<file path="config.mk">
export PLATFORM = sky130hd
export DESIGN_NAME = dape_top
export DESIGN_NICKNAME = d
export VERILOG_FILES = /design/src/logic/dape_pkg.sv /design/src/logic/dape_top.sv /design/src/logic/dape_hold_filter.sv
export VERILOG_INCLUDE_DIRS = /design/src /design/src/logic
export SDC_FILE = /design/constraint.sdc
export NUM_CORES = 1
export LEC_CHECK = 0
export ABC_AREA = 1
export BUFFER_PORTS_ARGS = -buffer_cell sky130_fd_sc_hd__buf_2
export CORE_MARGIN = 4
export CORE_UTILIZATION = 49
export DETAILED_ROUTE_END_ITERATION = 12
export GPL_TIMING_DRIVEN = 0
export PLACE_DENSITY = 0.78
export SETUP_SLACK_MARGIN = 0.05
export SLEW_MARGIN = 0
export SYNTH_ARGS = -nofsm -noshare
export SYNTH_HDL_FRONTEND = slang
export SYNTH_SLANG_ARGS = --single-unit
</file>
<file path="constraint.sdc">
create_clock -name clk -period 1.65 [get_ports clk]
set_input_delay 0.165 -clock clk [delete_from_list [all_inputs] [get_ports clk]]
set_output_delay 0.165 -clock clk [all_outputs]
set_load 0.05 [all_outputs]
</file>
<file path="src/logic/dape_map.svh">
// Constants for the diagnostics and program entry block.
`ifndef DAPE_MAP_SVH
`define DAPE_MAP_SVH

// ****************************************************************
// Timing
// ****************************************************************
`define DAPE_CLK_MHZ 250
`define DAPE_OV_FILTER_US 64
`define DAPE_UV_FILTER_US 64
`define DAPE_OV_FILTER_CYC (`DAPE_OV_FILTER_US * `DAPE_CLK_MHZ)
`define DAPE_UV_FILTER_CYC (`DAPE_UV_FILTER_US * `DAPE_CLK_MHZ)

// ****************************************************************
// Register word offsets (byte address is four times the offset)
// ****************************************************************
`define DAPE_REG_CTRL 4'h0
`define DAPE_REG_OC_THR 4'h1
`define DAPE_REG_OT_THR 4'h2
`define DAPE_REG_CLP_LO 4'h3
`define DAPE_REG_CLP_HI 4'h4
`define DAPE_REG_STATUS 4'h5

// ****************************************************************
// Control fields and reset values
// ****************************************************************
`define DAPE_CTRL_COMM_LOCK 0
`define DAPE_CTRL_OC_EN 1
`define DAPE_CTRL_OT_EN 2
`define DAPE_CTRL_CLAMP_EN 3
`define DAPE_CTRL_RST 4'h0
`define DAPE_THR_RST 12'hfff
`define DAPE_CLP_LO_RST 12'h000
`define DAPE_CLP_HI_RST 12'hfff

// ****************************************************************
// Serial access code
// ****************************************************************
`define DAPE_ACCESS_ADDR 6'h31
`define DAPE_ACCESS_CODE 32'h2c413736
`define DAPE_ECC_UNCORR 2'h2
`define DAPE_ECC_OK 2'h0

`endif

</file>
<file path="src/logic/dape_pkg.sv">
// Types shared by the diagnostics and program entry block.
package dape_pkg;

    // Output pin programming state, Gray coded along the usual path.
    typedef enum logic [1:0]
    {
        VS_ANALOG = 2'h0,
        VS_OVWAIT = 2'h1,
        VS_COMM   = 2'h3,
        VS_LOCKED = 2'h2
    } dape_vstate_t;

    // Which pin a decoded serial command arrived on.
    typedef enum logic
    {
        PORT_OUTPIN = 1'b0,
        PORT_PGMPIN = 1'b1
    } dape_port_t;

endpackage

</file>
<file path="src/logic/dape_top.sv">
// Supervisory diagnostics and serial programming entry for the sensor.
`timescale 1ns/100ps
`include "dape_map.svh"

module dape_top
#(
    parameter int unsigned OV_FILTER_CYCLES = `DAPE_OV_FILTER_CYC,
    parameter int unsigned UV_FILTER_CYCLES = `DAPE_UV_FILTER_CYC
)
(
    input wire logic clk,
    input wire logic rst_n,
    // Avalon-MM register slave.
    input wire logic [3:0] address,
    input wire logic read,
    input wire logic write,
    input wire logic [31:0] writedata,
    output logic [31:0] readdata,
    output logic waitrequest,
    // Analog comparator and monitor pins, asynchronous to clk.
    input wire logic supplyOverLevel,
    input wire logic supplyUnderLevel,
    input wire logic porLowLevel,
    input wire logic brokenWire,
    input wire logic eccUncorrectable,
    // Front-end samples on clk.
    input wire logic [11:0] sensorCode,
    input wire logic [11:0] currentCode,
    input wire logic [11:0] tempCode,
    // Decoded serial commands on clk.
    input wire logic cmdValid,
    input wire logic cmdRead,
    input wire logic cmdPort,
    input wire logic cmdCrcOk,
    input wire logic [5:0] cmdAddr,
    input wire logic [31:0] cmdData,
    // Serial replies toward the frame encoder.
    output logic replyValid,
    output logic replyPort,
    output logic [31:0] replyData,
    // Analog output pin control.
    output logic voutOe,
    output logic voutGnd,
    output logic [11:0] voutCode,
    output logic commMode,
    // Open-drain fault pin.
    output logic faultOut,
    output logic faultOe
);

    // ****************************************************************
    // Pin synchronisers
    // ****************************************************************
    logic [4:0] pinRaw;
    logic [4:0] pinMeta_ff;
    logic [4:0] pinSync_ff;

    assign pinRaw = {eccUncorrectable, brokenWire, porLowLevel,
                     supplyUnderLevel, supplyOverLevel};

    genvar gi;
    generate
        for (gi = 0; gi < 5; gi = gi + 1)
        begin : g_sync
            always_ff @(posedge clk or negedge rst_n)
            begin
                if (!rst_n)
                begin
                    pinMeta_ff[gi] <= 1'b0;
                    pinSync_ff[gi] <= 1'b0;
                end
                else
                begin
                    pinMeta_ff[gi] <= pinRaw[gi];
                    pinSync_ff[gi] <= pinMeta_ff[gi];
                end
            end
        end
    endgenerate

    logic ovLevel;
    logic uvLevel;
    logic porLow;
    logic broken;
    logic eccErr;
    logic ovHeld;
    logic uvHeld;

    assign ovLevel = pinSync_ff[0];
    assign uvLevel = pinSync_ff[1];
    assign porLow = pinSync_ff[2];
    assign broken = pinSync_ff[3];
    assign eccErr = pinSync_ff[4];

    dape_hold_filter #(.CYCLES(OV_FILTER_CYCLES)) u_ovFilter
    (
        .clk(clk),
        .rst_n(rst_n),
        .level(ovLevel),
        .held(ovHeld)
    );

    dape_hold_filter #(.CYCLES(UV_FILTER_CYCLES)) u_uvFilter
    (
        .clk(clk),
        .rst_n(rst_n),
        .level(uvLevel),
        .held(uvHeld)
    );

    // ****************************************************************
    // Configuration registers
    // ****************************************************************
    logic [3:0] ctrl_ff;
    logic [11:0] ocThr_ff;
    logic [11:0] otThr_ff;
    logic [11:0] clpLo_ff;
    logic [11:0] clpHi_ff;
    logic waitreq_ff;
    logic [31:0] readdata_ff;
    logic busReq;
    logic busDone;
    logic [31:0] statusWord;
    logic [31:0] nxt_readdata;

    logic commLock;
    assign commLock = ctrl_ff[`DAPE_CTRL_COMM_LOCK];

    // One wait cycle: the request is answered on the second edge.
    assign busReq = read || write;
    assign busDone = busReq && !waitreq_ff;

    always_ff @(posedge clk or negedge rst_n)
    begin
        if (!rst_n)
            waitreq_ff <= 1'b1;
        else
            waitreq_ff <= !(busReq && waitreq_ff);
    end

    always_comb
    begin
        case (address)
            `DAPE_REG_CTRL: nxt_readdata = {28'h0, ctrl_ff};
            `DAPE_REG_OC_THR: nxt_readdata = {20'h0, ocThr_ff};
            `DAPE_REG_OT_THR: nxt_readdata = {20'h0, otThr_ff};
            `DAPE_REG_CLP_LO: nxt_readdata = {20'h0, clpLo_ff};
            `DAPE_REG_CLP_HI: nxt_readdata = {20'h0, clpHi_ff};
            `DAPE_REG_STATUS: nxt_readdata = statusWord;
            default: nxt_readdata = 32'h0;
        endcase
    end

    always_ff @(posedge clk or negedge rst_n)
    begin
        if (!rst_n)
            readdata_ff <= 32'h0;
        else if (read && waitreq_ff)
            readdata_ff <= nxt_readdata;
    end

    always_ff @(posedge clk or negedge rst_n)
    begin
        if (!rst_n)
        begin
            ctrl_ff <= `DAPE_CTRL_RST;
            ocThr_ff <= `DAPE_THR_RST;
            otThr_ff <= `DAPE_THR_RST;
            clpLo_ff <= `DAPE_CLP_LO_RST;
            clpHi_ff <= `DAPE_CLP_HI_RST;
        end
        else if (busDone && write)
        begin
            case (address)
                `DAPE_REG_CTRL: ctrl_ff <= writedata[3:0];
                `DAPE_REG_OC_THR: ocThr_ff <= writedata[11:0];
                `DAPE_REG_OT_THR: otThr_ff <= writedata[11:0];
                `DAPE_REG_CLP_LO: clpLo_ff <= writedata[11:0];
                `DAPE_REG_CLP_HI: clpHi_ff <= writedata[11:0];
                default: ;
            endcase
        end
    end

    // ****************************************************************
    // Access code handling
    // ****************************************************************
    logic accessWrite;
    logic codeGood;
    logic voutCmd;
    logic progCmd;

    assign accessWrite = cmdValid && cmdCrcOk && !cmdRead
                         && (cmdAddr == `DAPE_ACCESS_ADDR);
    assign codeGood = (cmdData[31:1] == 31'(`DAPE_ACCESS_CODE >> 1));
    assign voutCmd = cmdPort == dape_pkg::PORT_OUTPIN;
    assign progCmd = cmdPort == dape_pkg::PORT_PGMPIN;

    dape_pkg::dape_vstate_t vState_ff;
    dape_pkg::dape_vstate_t nxt_vState;
    logic voutOpen_ff;
    logic progOpen_ff;
    logic holdComm_ff;

    always_comb
    begin
        nxt_vState = vState_ff;
        case (vState_ff)
            dape_pkg::VS_ANALOG:
                if (ovHeld && !commLock)
                    nxt_vState = dape_pkg::VS_OVWAIT;
            // No timer here: the wait lasts as long as overvoltage does.
            dape_pkg::VS_OVWAIT:
                if (commLock)
                    nxt_vState = dape_pkg::VS_ANALOG;
                else if (accessWrite && voutCmd && !codeGood)
                    nxt_vState = dape_pkg::VS_LOCKED;
                else if (accessWrite && voutCmd && cmdData[0])
                    nxt_vState = dape_pkg::VS_COMM;
                else if (!ovHeld)
                    nxt_vState = dape_pkg::VS_ANALOG;
            dape_pkg::VS_COMM: nxt_vState = dape_pkg::VS_COMM;
            dape_pkg::VS_LOCKED: nxt_vState = dape_pkg::VS_LOCKED;
            default: nxt_vState = dape_pkg::VS_ANALOG;
        endcase
    end

    always_ff @(posedge clk or negedge rst_n)
    begin
        if (!rst_n)
            vState_ff <= dape_pkg::VS_ANALOG;
        else
            vState_ff <= nxt_vState;
    end

    always_ff @(posedge clk or negedge rst_n)
    begin
        if (!rst_n)
            voutOpen_ff <= 1'b0;
        else if (nxt_vState == dape_pkg::VS_ANALOG
                 || nxt_vState == dape_pkg::VS_LOCKED)
            voutOpen_ff <= 1'b0;
        else if (accessWrite && voutCmd && codeGood
                 && vState_ff == dape_pkg::VS_OVWAIT)
            voutOpen_ff <= 1'b1;
    end

    // The program pin needs no overvoltage and ignores the lock.
    always_ff @(posedge clk or negedge rst_n)
    begin
        if (!rst_n)
            progOpen_ff <= 1'b0;
        else if (accessWrite && progCmd && codeGood)
            progOpen_ff <= 1'b1;
    end

    always_ff @(posedge clk or negedge rst_n)
    begin
        if (!rst_n)
            holdComm_ff <= 1'b0;
        else if (accessWrite && codeGood && cmdData[0]
                 && (progCmd || vState_ff == dape_pkg::VS_OVWAIT))
            holdComm_ff <= 1'b1;
    end

    // ****************************************************************
    // Serial replies
    // ****************************************************************
    logic portOpen;
    logic replyValid_ff;
    logic replyPort_ff;
    logic [31:0] replyData_ff;

    assign portOpen = voutCmd ? voutOpen_ff : progOpen_ff;

    // Replies come only from an accepted read; writes stay silent.
    always_ff @(posedge clk or negedge rst_n)
    begin
        if (!rst_n)
        begin
            replyValid_ff <= 1'b0;
            replyPort_ff <= 1'b0;
            replyData_ff <= 32'h0;
        end
        else
        begin
            replyValid_ff <= cmdValid && cmdRead && cmdCrcOk && portOpen;
            if (cmdValid && cmdRead && cmdCrcOk && portOpen)
            begin
                replyPort_ff <= cmdPort;
                replyData_ff <= {4'h0,
                    eccErr ? `DAPE_ECC_UNCORR : `DAPE_ECC_OK,
                    statusWord[25:0]};
            end
        end
    end

    // ****************************************************************
    // Output pin and fault decisions
    // ****************************************************************
    logic ocHit;
    logic otHit;
    logic pinsOff;
    logic analogOff;
    logic uvWins;
    logic [11:0] clampedCode;
    logic voutOe_ff;
    logic voutGnd_ff;
    logic [11:0] voutCode_ff;
    logic faultOe_ff;
    logic faultOut_ff;

    assign ocHit = ctrl_ff[`DAPE_CTRL_OC_EN] && currentCode >= ocThr_ff;
    assign otHit = ctrl_ff[`DAPE_CTRL_OT_EN] && tempCode >= otThr_ff;
    // Broken wire, bad memory and brown-out release both pins.
    assign pinsOff = porLow || broken || eccErr;
    assign analogOff = holdComm_ff || vState_ff == dape_pkg::VS_OVWAIT
                       || vState_ff == dape_pkg::VS_COMM;
    assign uvWins = uvHeld && !pinsOff && !analogOff;

    always_comb
    begin
        clampedCode = sensorCode;
        if (ctrl_ff[`DAPE_CTRL_CLAMP_EN])
        begin
            if (sensorCode < clpLo_ff)
                clampedCode = clpLo_ff;
            else if (sensorCode > clpHi_ff)
                clampedCode = clpHi_ff;
        end
    end

    always_ff @(posedge clk or negedge rst_n)
    begin
        if (!rst_n)
        begin
            voutOe_ff <= 1'b0;
            voutGnd_ff <= 1'b0;
        end
        else
        begin
            // Clearing pinsOff re-enables the output at once unless uvHeld or analogOff keeps it off.
            voutOe_ff <= !pinsOff && !analogOff && !uvHeld;
            voutGnd_ff <= uvWins;
        end
    end

    // Freezing the code ignores the field while the wire is open.
    always_ff @(posedge clk or negedge rst_n)
    begin
        if (!rst_n)
            voutCode_ff <= 12'h0;
        else if (!pinsOff)
            voutCode_ff <= clampedCode;
    end

    always_ff @(posedge clk or negedge rst_n)
    begin
        if (!rst_n)
        begin
            faultOe_ff <= 1'b0;
            faultOut_ff <= 1'b0;
        end
        else
        begin
            faultOe_ff <= (ocHit || otHit) && !pinsOff && !uvHeld
                          && vState_ff != dape_pkg::VS_OVWAIT;
            faultOut_ff <= 1'b0;
        end
    end

    // Registered so the pin-facing flag cannot glitch between its sources.
    logic commMode_ff;

    always_ff @(posedge clk or negedge rst_n)
    begin
        if (!rst_n)
            commMode_ff <= 1'b0;
        else
            commMode_ff <= holdComm_ff || voutOpen_ff || progOpen_ff;
    end

    assign statusWord = {20'h0, vState_ff, holdComm_ff, progOpen_ff,
                         otHit, ocHit, eccErr, broken, porLow, uvHeld,
                         ovHeld, voutOpen_ff};

    assign readdata = readdata_ff;
    assign waitrequest = waitreq_ff;
    assign replyValid = replyValid_ff;
    assign replyPort = replyPort_ff;
    assign replyData = replyData_ff;
    assign voutOe = voutOe_ff;
    assign voutGnd = voutGnd_ff;
    assign voutCode = voutCode_ff;
    assign commMode = commMode_ff;
    assign faultOut = faultOut_ff;
    assign faultOe = faultOe_ff;
endmodule

</file>
<file path="src/logic/dape_hold_filter.sv">
// Level filter: asserts once its input has stayed high for CYCLES clocks.
`timescale 1ns/100ps

module dape_hold_filter
#(
    parameter int unsigned CYCLES = 16000
)
(
    input wire logic clk,
    input wire logic rst_n,
    input wire logic level,
    output logic held
);

    localparam int unsigned CW = $clog2(CYCLES + 1);
    localparam logic [CW-1:0] LIMIT = CW'(CYCLES);

    logic [CW-1:0] count_ff;
    logic held_ff;

    // Any dip restarts the count, so a glitchy supply never trips it.
    always_ff @(posedge clk or negedge rst_n)
    begin
        if (!rst_n)
            count_ff <= '0;
        else if (!level)
            count_ff <= '0;
        else if (count_ff != LIMIT)
            count_ff <= count_ff + CW'(1);
    end

    always_ff @(posedge clk or negedge rst_n)
    begin
        if (!rst_n)
            held_ff <= 1'b0;
        else
            held_ff <= level && (count_ff == LIMIT);
    end

    assign held = held_ff;

endmodule

</file>
==> results of run 1 <==
-- layer usage --
metal	track usage, %	vias to the layer above	wire (um)	share of wire (%)
li1	-	3716	-	-
met1	32.5	3565	9430	40
met2	41.8	324	11700	50
met3	5.01	65	1540	6.5
met4	10.1	0	946	4.0
met5	0	-	0	0
-- synth_stat cells, types with 2 or more instances --
library cell  count  area share (%)
a21oi_2           2            0.22
buf_2             9            0.57
o21ai_0         109             6.8
ha_1             51             8.0
nand3b_1          2            0.19
o21ai_1           2            0.13
o221ai_1          6            0.66
dfstp_2          37              12
nand2_1         217              10
nor2_2            5            0.39
a21oi_1          67             4.2
buf_4            45             4.2
dfrtp_1         103              32
inv_1           146             6.9
nor3b_1           3            0.28
nor4_1            3            0.24
nand3_1          68             4.3
nand4_1           9            0.71
o22ai_1          16             1.3
nor3_1           23             1.4
nand2_2           2            0.16
a31oi_1           4            0.31
nor2_1           49             2.3
clkbuf_1         14            0.66
-- per-stage QoR --
step / hold slack (ps) / cell area (um2) / TNS [ps] / setup slack (ps)
CTS: 37.8 / 10400 / -4240 / -350
finish: 56.0 / 10700 / -5150 / -419
global route: 78.0 / 10700 / -6770 / -497
detailed placement: 119 / 9280 / -5210 / -368
floorplan: -131 / 8240 / -852 / -90.5
global placement: 274 / 9240 / -176680 / -1440
-- final cells by class --
| class | count | area [um2] |
|---|---|---|
| Buffer | 68 | 454 |
| Inverter | 148 | 559 |
| Tap cell | 216 | 270 |
| Sequential cell | 140 | 3550 |
| Fill cell | 1281 | 5150 |
| Clock inverter | 12 | 136 |
| Clock buffer | 20 | 467 |
| Multi-Input combinational cell | 687 | 4160 |
| Timing Repair Buffer | 192 | 1140 |
-- repair_timing --
| action | CTS | global route |
|---|---|---|
| gates cloned | 0 | 2 |
| hold buffers | 8 | 0 |
| pin swaps | 33 | 46 |
| gates resized for setup | 67 | 68 |
| buffers inserted | 21 | 14 |
| hold endpoints to repair | 51 | 0 |
| endpoints found under the setup margin | 29 | 60 |
-- layout by cell type (no fill, tap or decap), types with 8 or more instances in the layout --
cell             n
nand3_1         57
nor2_1          45
inv_2           24
clkbuf_16       17
dlygate4sd3_1    8
nand2_2         22
buf_2          153
buf_6            8
o21ai_0         99
dfstp_2         37
nand3_2         10
inv_1          122
o22ai_1         16
a21oi_1         51
conb_1          40
dfrtp_1        103
nand4_1          9
ha_4            21
buf_4           77
a21oi_2         18
ha_1            28
nor3_1          18
clkbuf_1         9
nand2_1        191
-- worst paths after layout --
check / from / to / slack (ps)
max: clpHi_ff[11] / voutCode[11] / -420
min: cmdData[0] / holdComm_ff / 60
max reg2reg: clpHi_ff[11] / voutCode[11] / -420
min reg2reg: pinMeta_ff[4] / eccErr / 350
max in group asynchronous: rst_n / otThr_ff[7] / 610
min in group asynchronous: rst_n / replyData[8] / 230
-- registers in the layout, summed over array words and instances, names as in the netlist, 2 cells and up --
| signal | flops |
|---|---|
| u_ovFilter.count_ff | 14 |
| u_uvFilter.count_ff | 14 |
| clpHi_ff | 12 |
| clpLo_ff | 12 |
| ocThr_ff | 12 |
| otThr_ff | 12 |
| readdata | 12 |
| replyData | 12 |
| voutCode | 12 |
| pinMeta_ff | 5 |
| ctrl_ff | 4 |
| vState_ff | 2 |
-- worst max-delay path, stage by stage, from the launching register on --
cell and delay, ps:
dfstp_2 570, inv_2 60, ha_4 240, nand2_2 60, inv_1 40, nand2_1 90, inv_1 90, nand2_1 110
nand3_4 130, nand2_4 130, buf_6 140, nand2_2 60, nand3_2 60, nand2_2 50, a21oi_2 160
-- kinds of logic (layout without fill, tap and decap cells) --
kind of cell,count (synthesis),in the layout,share of synthesized area [%]
compound gates,210,210,14.0
simple gates,385,385,20.8
buf+inv,216,440,12.5
flops,140,140,44.6
other cells,1,40,0.0471
fa+ha+maj,51,51,8.01
xor+xnor,1,1,0.110
-- power breakdown --
group | leakage (nW) | internal (mW) | switching [mW]
Combinational | 3.33 | 1.40 | 2.50
Sequential | 1.70 | 4.01 | 0.320
Clock | 0.301 | 2.36 | 1.55
==> results.ini, run 1 <==
[run_status]
outcome=finished with violations
violations=negative setup slack

[detailed_routing]
drtIter0Drc=661
wl_per_cell_um=15.9
vias=7670
totalWireLength_um=23600
antenna_left=0
remaining_drc_errors=0
vias_per_cell=5.17
firstDrtPassIters=5

[pwr]
pwr_density_cell_nw_per_um2=1130
ir_worst_vdd_uv=800
p_leak_nw=5.33
power_mw=12.1

[sta]
setup_slack_ps=-419
worstMarginPinSlew_ps=594
rsz0062_at_grt=true
max_freq_mhz=483
period_needed_ps=2070
slew_viol_final=0
period_share_pct=125
maxSlewHeadroom_pct=60.4
setup_viol=17
hold_viol=0
fin_skew_ps=6.82

[final_layout]
drive_gt1_share_pct=34.9
area_delta_synth_final_pct=34.8
final_cells=1483
n_antenna_cell=0
finish.utilization_pct=67.6
fin_nets=1428

[grt]
first_global_vias=7201
grt_max_degree=96
groute.usage.overall_pct=25.2
grt_overflow_total=0
antenna_found_initial=0
grt_first_pass_wirelength_um=36200

[floorplan]
fp.coreArea_um2=15900
die_area_um2=18400
rows=46
start_util_pct=50.1
fp.dieW_um=135
ios=207
die_h_um=135

[place]
dp_hpwl_um=17200
routabilityCongestion=0.973
numPortBuffers=146
placedCellCount=1406

[worst_setup_path]
r2r_cells=14
cp.arrival_ps=2420
required_ps=2000
cp-start-kind=flop
critPathMaxFanout=5
path_class=reg -> reg
end_kind=flop

[cts]
cts_tree=done
worstSkewPairLatency_ps=430
cts_buffers=17
clockBufferDepth=2
path_clk_slew_ps=60
ctsHtreeMaxLevel=4
cts_root_buffer=clkbuf_16
cts.sinks=140

[synth]
synth.cell_area_um2=7970
synth_flop_cell=dfrtp_1
syn_avg_cell_area_um2=7.93
yosysSeqAreaShare_pct=44.6
synth-edff-count=0
yosysWarnings=0
netlist_instances=1004
ys_types=36
async_flop_share_pct=100
synth-seq-cells=140

[job]
maxCapViolCount=0

[min_path]
hp-class=in -> reg
min_path_cells=3

No activity file was read; power rests on OpenSTA's default activity.
==> run 2, diff against run 1 <==
- CAP_MARGIN: default -> 10
- PLACE_DENSITY: 0.78 -> 0.88
==> run 2 against run 1 <==
Routed wire length increased by 1.8%; combinational power hardly changed; the run still ends with negative setup slack left; worst setup slack lost 2.7 ps; first-iteration DRC count down 21%; power fell by 0.41%; cell count is 0.34% lower; maximum frequency down 0.13%; sequential power about the same; register-to-register slack hardly changed; final area is 0.69% lower; critical endpoint is now voutCode[10]; via count rose by 2.1%; sequential share of layout area is 0.23 points higher.
==> results.ini, run 2 (same netlist as run 1, synthesis figures left out) <==
[detailed_routing]
wl_per_cell_um=16.3
remaining_drc_errors=0
firstDrtPassIters=5
vias=7833
totalWireLength_um=24000
drtIter0Drc=521
vias_per_cell=5.30
antenna_left=0

[grt]
antenna_found_initial=1
grt_overflow_total=0
groute.usage.overall_pct=25.5
grt_max_degree=80
first_global_vias=7377
grt_first_pass_wirelength_um=36700

[place]
numPortBuffers=146
dpl_cell_area_um2=9280
routabilityCongestion=0.955
dp_hpwl_um=17500

[sta]
maxSlewHeadroom_pct=51.6
max_freq_mhz=483
period_share_pct=126
setup_tns_ps=-4850
period_needed_ps=2070
fin_skew_ps=9.03
setup_viol=16
hold_viol=0
slew_viol_final=0
worstMarginPinSlew_ps=725
rsz0062_at_grt=true
setup_slack_ps=-422

[run_status]
violations=negative setup slack
outcome=finished with violations

[worst_setup_path]
cp_common_cell=nand2_2
cp.arrival_ps=2380
required_ps=1960
critPathSlowestCell=dfstp_2
critPathMaxFanout=5
cp_slowest_stage_delay_ps=550
worstPathCellList=inv_2 -> ha_4 -> nand4_1 -> nor2_1 -> nand2_2 -> nand3_4 -> nand2_4 -> buf_6 -> nand2_2 -> nand3_1 -> nand2_1 -> a21oi_1
path_class=reg -> reg
cp-start-kind=flop
end_kind=flop

[floorplan]
die_h_um=135
start_util_pct=50.1
fp.coreArea_um2=15900
ios=207
die_area_um2=18400
rows=46
fp.dieW_um=135

[final_layout]
area_delta_synth_final_pct=33.9
fin_nets=1422
layout.cells.most_common=nand2_1
drive_gt1_share_pct=33.1
final_cell_mix=nand2_1 (191), buf_2 (152), inv_1 (125)
fill_cells=1243
regArea_um2=3550
top_regs=u_ovFilter.count_ff x14, u_uvFilter.count_ff x14
final_area_um2=10700
multiInputGateArea_um2=4120

[pwr]
ir_worst_vdd_uv=788
pwr_density_cell_nw_per_um2=1130
p_leak_nw=5.29

[cts]
worstSkewPairLatency_ps=430
path_clk_slew_ps=60
cts_tree=done
cts.sinks=140
ctsHtreeMaxLevel=4
cts_buffers=17
cts_root_buffer=clkbuf_16
clockBufferDepth=2

[job]
maxCapViolCount=0

[min_path]
hp-class=in -> reg

run 2: critical path, delay by kind of cell (launching register included):
kind	cells	cell delay [ps]
flops	1	550
fa+ha+maj	1	260
buf+inv	2	200
compound gates	1	60
simple gates	8	870
run 2: final cells by class:
class	count	area share, %
clock buffers	23	4.58
diodes	1	0.0235
flip-flops and latches	140	33.3
multi-input cells	687	38.6
plain buffers	68	4.29
well taps	216	2.53
inverters	148	5.27
clock inverters	9	1.04
repair buffers	186	10.4
run 2: per-layer routing:
layer	vias to the layer above	wire, um	GRT usage, %
met5	-	0	0
met4	0	1130	12.5
met3	69	1690	4.90
met2	367	11900	42.8
met1	3688	9290	31.5
li1	3709	-	-
run 2: report_power, final:
group | internal, mW | total, mW | switching (mW)
clock network | 2.39 | 3.86 | 1.48
logic | 1.39 | 3.89 | 2.50
registers | 4.01 | 4.33 | 0.317
run 2: worst paths after layout:
| path | cells after the start | from | end | slack, ps |
|---|---|---|---|---|
| setup / recovery | 12 | clpHi_ff[5] | voutCode[10] | -420 |
| hold / removal | 3 | cmdData[0] | holdComm_ff | 30 |
| setup reg to reg | 12 | clpHi_ff[5] | voutCode[10] | -420 |
| hold reg to reg | 0 | pinMeta_ff[0] | ovLevel | 350 |
| max in group asynchronous | 3 | rst_n | ocThr_ff[6] | 500 |
| min in group asynchronous | 2 | rst_n | voutCode[2] | 360 |
run 2: what timing repair did:
| action | 4_1_cts | 5_1_grt |
|---|---|---|
| setup buffers | 18 | 11 |
| endpoints found under the hold margin | 81 | 0 |
| gates resized for setup | 58 | 60 |
| pin swaps | 27 | 27 |
| setup endpoints to repair | 31 | 50 |
| hold buffers | 8 | 0 |
| gates cloned | 1 | 1 |
run 2: stage by stage:
step / utilization, % / total power [mW] / worst slack, ps / hold slack (ps) / cells
2_1_floorplan: - / 6.59 / -90.5 / -131 / 1043
3_3_place_gp: 58.2 / 7.38 / -1400 / 273 / 1405
3_5_place_dp: 58.4 / 7.52 / -349 / 252 / 1406
4_1_cts: 65.1 / 11.7 / -405 / 26.9 / 1465
5_1_grt: 67.1 / 12.6 / -523 / 79.3 / 1478
6_report: 67.1 / 12.1 / -422 / 26.2 / 1478
